--- config.mk ---
export PLATFORM = sky130hd
export DESIGN_NAME = rsu_core
export DESIGN_NICKNAME = d
export VERILOG_FILES = /design/src/shared/rsu_pkg.sv /design/src/rsu_core.sv /design/src/rsu_alu.sv
export VERILOG_INCLUDE_DIRS = /design/src /design/src/shared
export SDC_FILE = /design/constraint.sdc
export NUM_CORES = 1
export LEC_CHECK = 0
export BUFFER_PORTS_ARGS = -buffer_cell sky130_fd_sc_hd__buf_2
export CAP_MARGIN = 20
export CELL_PAD_IN_SITES_DETAIL_PLACEMENT = 1
export CELL_PAD_IN_SITES_GLOBAL_PLACEMENT = 2
export CORE_ASPECT_RATIO = 1.75
export CORE_UTILIZATION = 42
export DETAILED_ROUTE_END_ITERATION = 8
export PLACE_DENSITY_LB_ADDON = 0.1
export SETUP_SLACK_MARGIN = 0.2
export SYNTH_ARGS = -nofsm -noshare
export SYNTH_HDL_FRONTEND = slang
export SYNTH_SLANG_ARGS = --single-unit
--- constraint.sdc ---
create_clock -name core_clk -period 8.2 [get_ports core_clk]
set_input_delay 0.41 -clock core_clk [delete_from_list [all_inputs] [get_ports core_clk]]
set_output_delay 0.41 -clock core_clk [all_outputs]
set_load 0.05 [all_outputs]
--- src/shared/rsu_defs.svh ---
// offsets, field positions, codes, reset values and cycle counts of the rotate/shift unit
`ifndef RSU_DEFS_SVH
`define RSU_DEFS_SVH

`define RSU_ADDR_CTRL 8'h00
`define RSU_ADDR_STATUS 8'h04
`define RSU_ADDR_PC 8'h08
`define RSU_ADDR_FLAGS 8'h0C
`define RSU_ADDR_BC 8'h10
`define RSU_ADDR_DE 8'h14
`define RSU_ADDR_PTR 8'h18
`define RSU_ADDR_A 8'h1C
`define RSU_ADDR_IDXX 8'h20
`define RSU_ADDR_IDXY 8'h24
`define RSU_ADDR_STATES 8'h28

`define RSU_CTRL_START 0
`define RSU_STAT_BUSY 0
`define RSU_STAT_DONE 1
`define RSU_STAT_BAD 2

`define RSU_FLAG_S 7
`define RSU_FLAG_Z 6
`define RSU_FLAG_H 4
`define RSU_FLAG_PV 2
`define RSU_FLAG_N 1
`define RSU_FLAG_C 0

`define RSU_R_B 3'h0
`define RSU_R_C 3'h1
`define RSU_R_D 3'h2
`define RSU_R_E 3'h3
`define RSU_R_H 3'h4
`define RSU_R_L 3'h5
`define RSU_R_A 3'h7
`define RSU_MEM_FIELD 3'h6

`define RSU_PFX_CB 8'hCB
`define RSU_PFX_IDXX 8'hDD
`define RSU_PFX_IDXY 8'hFD
`define RSU_PAT_CIRC 5'h01
`define RSU_PAT_CARRY 5'h03
`define RSU_PAT_SHL 5'h04

`define RSU_LEN_PREFIX 3'h4
`define RSU_LEN_CB 3'h4
`define RSU_LEN_DISP 3'h3
`define RSU_LEN_OP 3'h4
`define RSU_LEN_OPX 3'h5
`define RSU_LEN_READ 3'h4
`define RSU_LEN_WRITE 3'h3

`define RSU_STATES_REG 5'h08
`define RSU_STATES_PTR 5'h0F
`define RSU_STATES_IDX 5'h17

`define RSU_RST_REG 8'h00
`define RSU_RST_PC 16'h0000

`endif

--- src/shared/rsu_pkg.sv ---
// types shared by the rotate/shift unit
package rsu_pkg;
    typedef enum logic [1:0] {RSU_OP_CIRC, RSU_OP_CARRY, RSU_OP_SHL, RSU_OP_BAD} rsu_op_e;
    typedef enum logic [2:0] {MC_PREFIX, MC_CB, MC_DISP, MC_OP, MC_READ, MC_WRITE} rsu_mcyc_e;
    typedef enum logic {ST_IDLE, ST_RUN} rsu_state_e;
endpackage

--- src/rsu_core.sv ---
// rotate/shift instruction unit: prefix decode, machine-cycle sequencing, APB registers
// Functional notes
// - register field 000..101 selects B,C,D,E,H,L; 111 selects A.
// - plain forms are CB then op; indexed forms are DD/FD, CB, displacement, op.
// - op byte 1E after CB is rotate right via carry on memory; low bits name register.
// - op byte 26 after CB is arithmetic left shift on memory; low bits name register.
// - circular right rotate; old bit 0 goes to carry and to bit 7.
// - right rotate via carry; old bit 0 to carry, old carry to bit 7.
// - arithmetic left shift moves bits up; old bit 7 goes to carry.
// - register form 8 states, pointer form 15, indexed forms 23.
// - sign is result bit 7, zero when result zero, half-carry and subtract cleared.
// - parity flag set when result has an even count of ones.
// - both right rotates leave old bit 0 in carry.
// - arithmetic left shift leaves old bit 7 in carry.
// - op byte 0E after CB, indexed too, is circular right rotate on memory.
`timescale 1ns/100ps
`include "rsu_defs.svh"
module rsu_core
    import rsu_pkg::*;
(
    input wire logic core_clk,
    input wire logic rst_n,
    input wire logic psel,
    input wire logic penable,
    input wire logic pwrite,
    input wire logic [7:0] paddr,
    input wire logic [31:0] pwdata,
    output logic [31:0] prdata,
    output logic pready,
    output logic pslverr,
    output logic [15:0] memAddr,
    output logic memRd,
    output logic memWr,
    output logic [7:0] memWdata,
    input wire logic [7:0] memRdata
);
    function automatic rsu_op_e decode_op(input logic [7:0] code);
        if (code[7:3] == `RSU_PAT_CIRC) begin
            decode_op = RSU_OP_CIRC;
        end else if (code[7:3] == `RSU_PAT_CARRY) begin
            decode_op = RSU_OP_CARRY;
        end else if (code[7:3] == `RSU_PAT_SHL) begin
            decode_op = RSU_OP_SHL;
        end else begin
            decode_op = RSU_OP_BAD;
        end
    endfunction

    rsu_state_e state;
    rsu_mcyc_e mKind;
    rsu_mcyc_e nextKind;
    logic [2:0] tCnt;
    logic [2:0] mLen;
    logic [2:0] nextLen;
    logic [15:0] pc;
    logic [15:0] indexX;
    logic [15:0] indexY;
    logic [7:0] regFile [0:7];
    logic [7:0] flags;
    logic [7:0] opByte;
    logic [7:0] dispByte;
    logic idxForm;
    logic idxUseY;
    logic [15:0] opAddr;
    logic [7:0] lastResult;
    logic [4:0] instStates;
    logic [4:0] lastStates;
    logic doneSticky;
    logic badSticky;
    logic endInst;
    logic failInst;
    logic [31:0] readMux;
    logic addrHit;

    // machine-cycle decode
    wire logic lastT = (state == ST_RUN) && (tCnt == mLen - 3'h1);
    wire logic [7:0] curOp = (mKind == MC_OP) ? memRdata : opByte;
    wire rsu_op_e opClass = decode_op(curOp);
    wire logic memForm = idxForm || (curOp[2:0] == `RSU_MEM_FIELD);
    wire logic opBad = (opClass == RSU_OP_BAD) || (idxForm && curOp[2:0] != `RSU_MEM_FIELD);
    wire logic [7:0] aluIn = (mKind == MC_READ) ? memRdata : regFile[curOp[2:0]];
    wire logic execNow = lastT && ((mKind == MC_OP && !opBad && !memForm) || mKind == MC_READ);
    wire logic [15:0] idxBase = idxUseY ? indexY : indexX;
    wire logic [15:0] effAddr = idxForm ? (idxBase + {{8{dispByte[7]}}, dispByte}) :
                                {regFile[`RSU_R_H], regFile[`RSU_R_L]};
    wire logic issueFetch = (nextKind == MC_CB) || (nextKind == MC_DISP) || (nextKind == MC_OP);
    wire logic [7:0] aluOut;
    wire logic [7:0] aluFlags;

    // apb decode
    wire logic apbSetup = psel && !penable;
    wire logic apbWrite = psel && penable && pready && pwrite && !pslverr;
    wire logic idle = (state == ST_IDLE);
    wire logic startReq = apbWrite && paddr == `RSU_ADDR_CTRL && pwdata[`RSU_CTRL_START] && idle;
    wire logic regWrite = apbWrite && idle;
    wire logic clrDone = apbWrite && paddr == `RSU_ADDR_STATUS && pwdata[`RSU_STAT_DONE];
    wire logic clrBad = apbWrite && paddr == `RSU_ADDR_STATUS && pwdata[`RSU_STAT_BAD];

    rsu_alu u_alu (
        .aluOp(opClass),
        .operand(aluIn),
        .carryIn(flags[`RSU_FLAG_C]),
        .result(aluOut),
        .flagsOut(aluFlags)
    );

    // next machine cycle after the current one completes
    always_comb begin
        nextKind = mKind;
        nextLen = mLen;
        endInst = 1'b0;
        failInst = 1'b0;
        case (mKind)
            MC_PREFIX: begin
                if (memRdata == `RSU_PFX_CB) begin
                    nextKind = MC_OP;
                    nextLen = `RSU_LEN_OP;
                end else if (memRdata == `RSU_PFX_IDXX || memRdata == `RSU_PFX_IDXY) begin
                    nextKind = MC_CB;
                    nextLen = `RSU_LEN_CB;
                end else begin
                    failInst = 1'b1;
                end
            end
            MC_CB: begin
                if (memRdata == `RSU_PFX_CB) begin
                    nextKind = MC_DISP;
                    nextLen = `RSU_LEN_DISP;
                end else begin
                    failInst = 1'b1;
                end
            end
            MC_DISP: begin
                nextKind = MC_OP;
                nextLen = `RSU_LEN_OPX;
            end
            MC_OP: begin
                if (opBad) begin
                    failInst = 1'b1;
                end else if (memForm) begin
                    nextKind = MC_READ;
                    nextLen = `RSU_LEN_READ;
                end else begin
                    endInst = 1'b1;
                end
            end
            MC_READ: begin
                nextKind = MC_WRITE;
                nextLen = `RSU_LEN_WRITE;
            end
            default: begin
                endInst = 1'b1;
            end
        endcase
    end

    // sequencer and memory strobes
    always_ff @(posedge core_clk or negedge rst_n) begin
        if (!rst_n) begin
            state <= ST_IDLE;
            mKind <= MC_PREFIX;
            mLen <= `RSU_LEN_PREFIX;
            tCnt <= 3'h0;
            pc <= `RSU_RST_PC;
            memAddr <= 16'h0000;
            memRd <= 1'b0;
            memWr <= 1'b0;
            memWdata <= 8'h00;
            opByte <= 8'h00;
            dispByte <= 8'h00;
            idxForm <= 1'b0;
            idxUseY <= 1'b0;
            opAddr <= 16'h0000;
            instStates <= 5'h00;
            lastStates <= 5'h00;
        end else begin
            memRd <= 1'b0;
            memWr <= 1'b0;
            if (startReq) begin
                state <= ST_RUN;
                mKind <= MC_PREFIX;
                mLen <= `RSU_LEN_PREFIX;
                tCnt <= 3'h0;
                memRd <= 1'b1;
                memAddr <= pc;
                pc <= pc + 16'h0001;
                idxForm <= 1'b0;
                instStates <= 5'h00;
            end else if (regWrite && paddr == `RSU_ADDR_PC) begin
                pc <= pwdata[15:0];
            end else if (state == ST_RUN) begin
                instStates <= instStates + 5'h01;
                tCnt <= tCnt + 3'h1;
                if (lastT) begin
                    if (mKind == MC_PREFIX) begin
                        idxForm <= (memRdata != `RSU_PFX_CB);
                        idxUseY <= (memRdata == `RSU_PFX_IDXY);
                    end
                    if (mKind == MC_DISP) begin
                        dispByte <= memRdata;
                    end
                    if (mKind == MC_OP) begin
                        opByte <= memRdata;
                        opAddr <= effAddr;
                    end
                    if (endInst || failInst) begin
                        state <= ST_IDLE;
                        if (endInst) begin
                            lastStates <= instStates + 5'h01;
                        end
                    end else begin
                        mKind <= nextKind;
                        mLen <= nextLen;
                        tCnt <= 3'h0;
                        if (issueFetch) begin
                            memRd <= 1'b1;
                            memAddr <= pc;
                            pc <= pc + 16'h0001;
                        end else if (nextKind == MC_READ) begin
                            memRd <= 1'b1;
                            memAddr <= effAddr;
                        end else begin
                            memWr <= 1'b1;
                            memAddr <= opAddr;
                            memWdata <= aluOut;
                        end
                    end
                end
            end
        end
    end

    // operand registers, flags and status
    always_ff @(posedge core_clk or negedge rst_n) begin
        if (!rst_n) begin
            for (int i = 0; i < 8; i++) begin
                regFile[i] <= `RSU_RST_REG;
            end
            flags <= `RSU_RST_REG;
            indexX <= 16'h0000;
            indexY <= 16'h0000;
            lastResult <= 8'h00;
            doneSticky <= 1'b0;
            badSticky <= 1'b0;
        end else begin
            doneSticky <= (lastT && endInst) || (doneSticky && !clrDone);
            badSticky <= (lastT && failInst) || (badSticky && !clrBad);
            if (execNow) begin
                flags <= aluFlags;
                lastResult <= aluOut;
                if (mKind == MC_OP) begin
                    regFile[curOp[2:0]] <= aluOut;
                end
            end else if (regWrite) begin
                if (paddr == `RSU_ADDR_FLAGS) begin
                    flags <= pwdata[7:0];
                end else if (paddr == `RSU_ADDR_BC) begin
                    regFile[`RSU_R_B] <= pwdata[15:8];
                    regFile[`RSU_R_C] <= pwdata[7:0];
                end else if (paddr == `RSU_ADDR_DE) begin
                    regFile[`RSU_R_D] <= pwdata[15:8];
                    regFile[`RSU_R_E] <= pwdata[7:0];
                end else if (paddr == `RSU_ADDR_PTR) begin
                    regFile[`RSU_R_H] <= pwdata[15:8];
                    regFile[`RSU_R_L] <= pwdata[7:0];
                end else if (paddr == `RSU_ADDR_A) begin
                    regFile[`RSU_R_A] <= pwdata[7:0];
                end else if (paddr == `RSU_ADDR_IDXX) begin
                    indexX <= pwdata[15:0];
                end else if (paddr == `RSU_ADDR_IDXY) begin
                    indexY <= pwdata[15:0];
                end
            end
        end
    end

    // register read selection
    always_comb begin
        readMux = 32'h00000000;
        addrHit = 1'b1;
        if (paddr == `RSU_ADDR_CTRL) begin
            readMux = 32'h00000000;
        end else if (paddr == `RSU_ADDR_STATUS) begin
            readMux = {29'h00000000, badSticky, doneSticky, !idle};
        end else if (paddr == `RSU_ADDR_PC) begin
            readMux = {16'h0000, pc};
        end else if (paddr == `RSU_ADDR_FLAGS) begin
            readMux = {24'h000000, flags};
        end else if (paddr == `RSU_ADDR_BC) begin
            readMux = {16'h0000, regFile[`RSU_R_B], regFile[`RSU_R_C]};
        end else if (paddr == `RSU_ADDR_DE) begin
            readMux = {16'h0000, regFile[`RSU_R_D], regFile[`RSU_R_E]};
        end else if (paddr == `RSU_ADDR_PTR) begin
            readMux = {16'h0000, regFile[`RSU_R_H], regFile[`RSU_R_L]};
        end else if (paddr == `RSU_ADDR_A) begin
            readMux = {24'h000000, regFile[`RSU_R_A]};
        end else if (paddr == `RSU_ADDR_IDXX) begin
            readMux = {16'h0000, indexX};
        end else if (paddr == `RSU_ADDR_IDXY) begin
            readMux = {16'h0000, indexY};
        end else if (paddr == `RSU_ADDR_STATES) begin
            readMux = {27'h0000000, lastStates};
        end else begin
            addrHit = 1'b0;
        end
    end

    // apb answer: one access cycle, data captured at setup
    always_ff @(posedge core_clk or negedge rst_n) begin
        if (!rst_n) begin
            pready <= 1'b0;
            pslverr <= 1'b0;
            prdata <= 32'h00000000;
        end else begin
            pready <= apbSetup;
            pslverr <= apbSetup && !addrHit;
            prdata <= (apbSetup && !pwrite) ? readMux : 32'h00000000;
        end
    end
endmodule

--- src/rsu_alu.sv ---
// bit movement and flag generation for the rotate/shift unit
`timescale 1ns/100ps
`include "rsu_defs.svh"
module rsu_alu
    import rsu_pkg::*;
(
    input rsu_op_e aluOp,
    input wire logic [7:0] operand,
    input wire logic carryIn,
    output logic [7:0] result,
    output logic [7:0] flagsOut
);
    logic carryOut;

    assign result = (aluOp == RSU_OP_CIRC) ? {operand[0], operand[7:1]} :
                    (aluOp == RSU_OP_CARRY) ? {carryIn, operand[7:1]} :
                    {operand[6:0], 1'b0};
    assign carryOut = (aluOp == RSU_OP_SHL) ? operand[7] : operand[0];

    always_comb begin
        flagsOut = 8'h00;
        flagsOut[`RSU_FLAG_S] = result[7];
        flagsOut[`RSU_FLAG_Z] = (result == 8'h00);
        flagsOut[`RSU_FLAG_PV] = ~^result;
        flagsOut[`RSU_FLAG_C] = carryOut;
    end
endmodule

==> qor.yml <==
status:
  status: "complete, no violations"
drt:
  wl_um: 45400
  drc_errors: 0
  route.vias.total: 10510
  vias_per_cell: 6.131
  first_iter_violations: 551
  wl_per_cell_um: 26.49
  dr.pass1.iters: 4
  postRouteAntennaNets: 0
final_layout:
  layout-drive-gt1-share_pct: 18.71
  antenna_cells: 0
  area_growth_pct: 11.68
  final_nets: 1398
cts:
  cts.sinks: 220
  cts_resized: 0
  path_clk_slew_ns: 0.07
  clock_path_buffers: 3
  cts_made_buffers: 23
  clock_tree.root_cell: "clkbuf_16"
  htree_levels: 1
  post_cts_buffers: 0
  cts_tree: "done"
  clk_latency_ns: 0.54
critical_path:
  cp_max_fo: 15
  rr_startpoint: "mKind[1]"
  crit_required_ns: 8.67
  arrival_ns: 4.88
  start_kind: "flip-flop"
  endpoint_kind: "flip-flop"
  r2r_end: "flags[2]"
  rr_worst_depth: 12
  criticalPathCategory: "flip-flop to flip-flop"
  rrSetupSlack_ns: 3.79
die:
  row_count: 82
  chipWidth_um: 131.7
  core_area_um2: 28830
  start_util_pct: 42.88
  boundaryPins: 113
  die_h_um: 229.0
  die_area_um2: 30150
sta:
  worstMarginPinSlew_ns: 1.085
  fin_skew_ns: 0.01335
  fmax_mhz: 226.7
  fin_ws_ns: 3.788
  drv_slew: 0
  rsz0062_at_grt: "false"
  relSlewSlack_pct: 27.20
  fin_crit_ns: 4.412
  post-route-period-util_pct: 53.80
  tns_ns: 0
  setup_viol: 0
  hold_viol: 0
synth:
  synth-edff-count: 0
  synth_top_area_share_pct: 44.33
  synth_common_cells: "219 x dfrtp_1, 128 x nand2_1, 112 x nor2_1"
  yosysTopAreaCell: "dfrtp_1"
  synth_area_leaders: "dfrtp_1 44%, mux2_2 7.0%, nand2_1 3.9%, nor2_1 3.4%, a21oi_1 3.2%"
  synth_most_common_cell: "dfrtp_1"
  async_flop_share_pct: 100.0
  yosysWarnings: 0
  synth-seq-area-share_pct: 44.54
  synth-seq-cells: 220
  syn_avg_cell_area_um2: 9.764
  syn_inst: 1266
  synth_area_um2: 12360
  synth_cell_type_count: 90
  synth_ff_type: "dfrtp_1"
placement:
  pre_cts_ws_ns: 3.863
  port_buffers: 80
  gp_congestion: 0.9325
  hpwl_um: 34120
min_path:
  hold_start: "penable"
  whs_path_depth: 2
  worstHoldEndpoint: "pready"
  min_path_type: "primary input to flip-flop"
power:
  p_per_area_nw_per_um2: 167.9
  p_leak_nw: 6.206
  ir_drop_mv: 0.1286
global_route:
  antenna_found_initial: 0
  groute.usage.overall_pct: 30.72
  grt_pass1_vias: 11010
  grt_overflow_total: 0
  grt_pass1_wl_um: 69520
  grt_max_degree: 112
job:
  cap_violations: 0
flip-flops by register name (all words and copies together) (netlist names), 3 cells and up:
register and cells:
dispByte 8, flags 8, indexX 16, indexY 16, instStates 5, lastStates 5
mKind 3, mLen 3, memAddr 16, memWdata 8, opAddr 16, opByte 8
pc 16, prdata 16, regFile 64, tCnt 3
where the power goes:
group | leakage [nW] | internal [mW] | total, mW | switching [mW]
registers | 3.00 | 1.09 | 1.10 | 0.00893
logic | 2.84 | 0.0324 | 0.137 | 0.104
clock network | 0.369 | 0.614 | 1.08 | 0.464
total | 6.21 | 1.74 | 2.32 | 0.578
through the flow:
stage	std cells	power, mW	hold slack, ns	util (%)	instance area (um^2)
finish	1714	2.318	0.04912	47.89	13810
global route	1714	2.388	0.05679	47.89	13810
CTS	1714	2.346	0.03587	47.89	13810
detailed placement	1673	1.260	0.3660	45.26	13050
global placement	1673	1.258	0.3649	45.26	13050
floorplan	1281	1.198	0.1144	-	12420
layer usage:
metal	global-route usage (%)	routed length, um
met5	0	0
met3	2.550	1343
met4	15.92	2276
met2	55.22	23620
met1	36.22	18160
worst max-delay path: stages (launching register included):
cell and delay, ns:
dfrtp_1 0.68, nand3b_4 0.37, mux2i_1 0.62, buf_4 0.31, nand2_1 0.18, o221a_2 0.38, a22oi_2 0.29, a22o_1 0.57
ha_1 0.34, xnor2_1 0.14, xnor2_1 0.22, nand2_1 0.12, o21ai_0 0.09
placed cells by master, fill, tap and decap left out, types with 24 or more instances in the layout:
cell type / netlist / final
o221ai_1: 34 / 34
a22oi_1: 44 / 44
nand2_1: 128 / 128
o21ai_0: 64 / 64
mux2_2: 77 / 77
dfrtp_1: 219 / 219
a21oi_1: 79 / 79
nand3_1: 33 / 33
nor3_1: 25 / 24
mux2i_1: 37 / 37
nor2_1: 112 / 111
buf_2: 13 / 79
timing repair:
action / 4_1_cts / 5_1_grt
hold buffers: 1 / 0
hold endpoints to repair: 82 / 0
endpoints found under the setup margin: 0 / 0
how the worst max path moves through the flow:
stage	start	to	cells past startpoint	slack, ns
after floorplan	idxUseY	opAddr[11]	12	5.05
after detailed placement	mKind[1]	flags[2]	12	3.86
after CTS	mKind[1]	flags[2]	12	3.83
final	mKind[1]	flags[2]	12	3.79
after global routing	mKind[2]	flags[2]	12	3.71
after global placement	mKind[1]	flags[2]	12	3.84
cells by family after synthesis:
family / Yosys count / share of synthesized area (%)
simple gates: 391 / 15.32
fa+ha+maj: 24 / 2.490
compound gates: 375 / 20.75
buf+inv: 103 / 3.897
other cells: 1 / 0.03034
mux: 116 / 10.30
xor+xnor: 36 / 2.662
flops: 220 / 44.54
area by class of cell:
cell class                 count  area [um^2]
tap                          378        473.0
fill                        3278        15020
inverter                      15        56.30
sequential                   220         5507
clock buffer                  31        645.6
multi-input combinational    958         6437
timing repair buffer         103        585.6
clock inverter                 9        101.3
No activity file was read; power rests on OpenSTA's default activity.
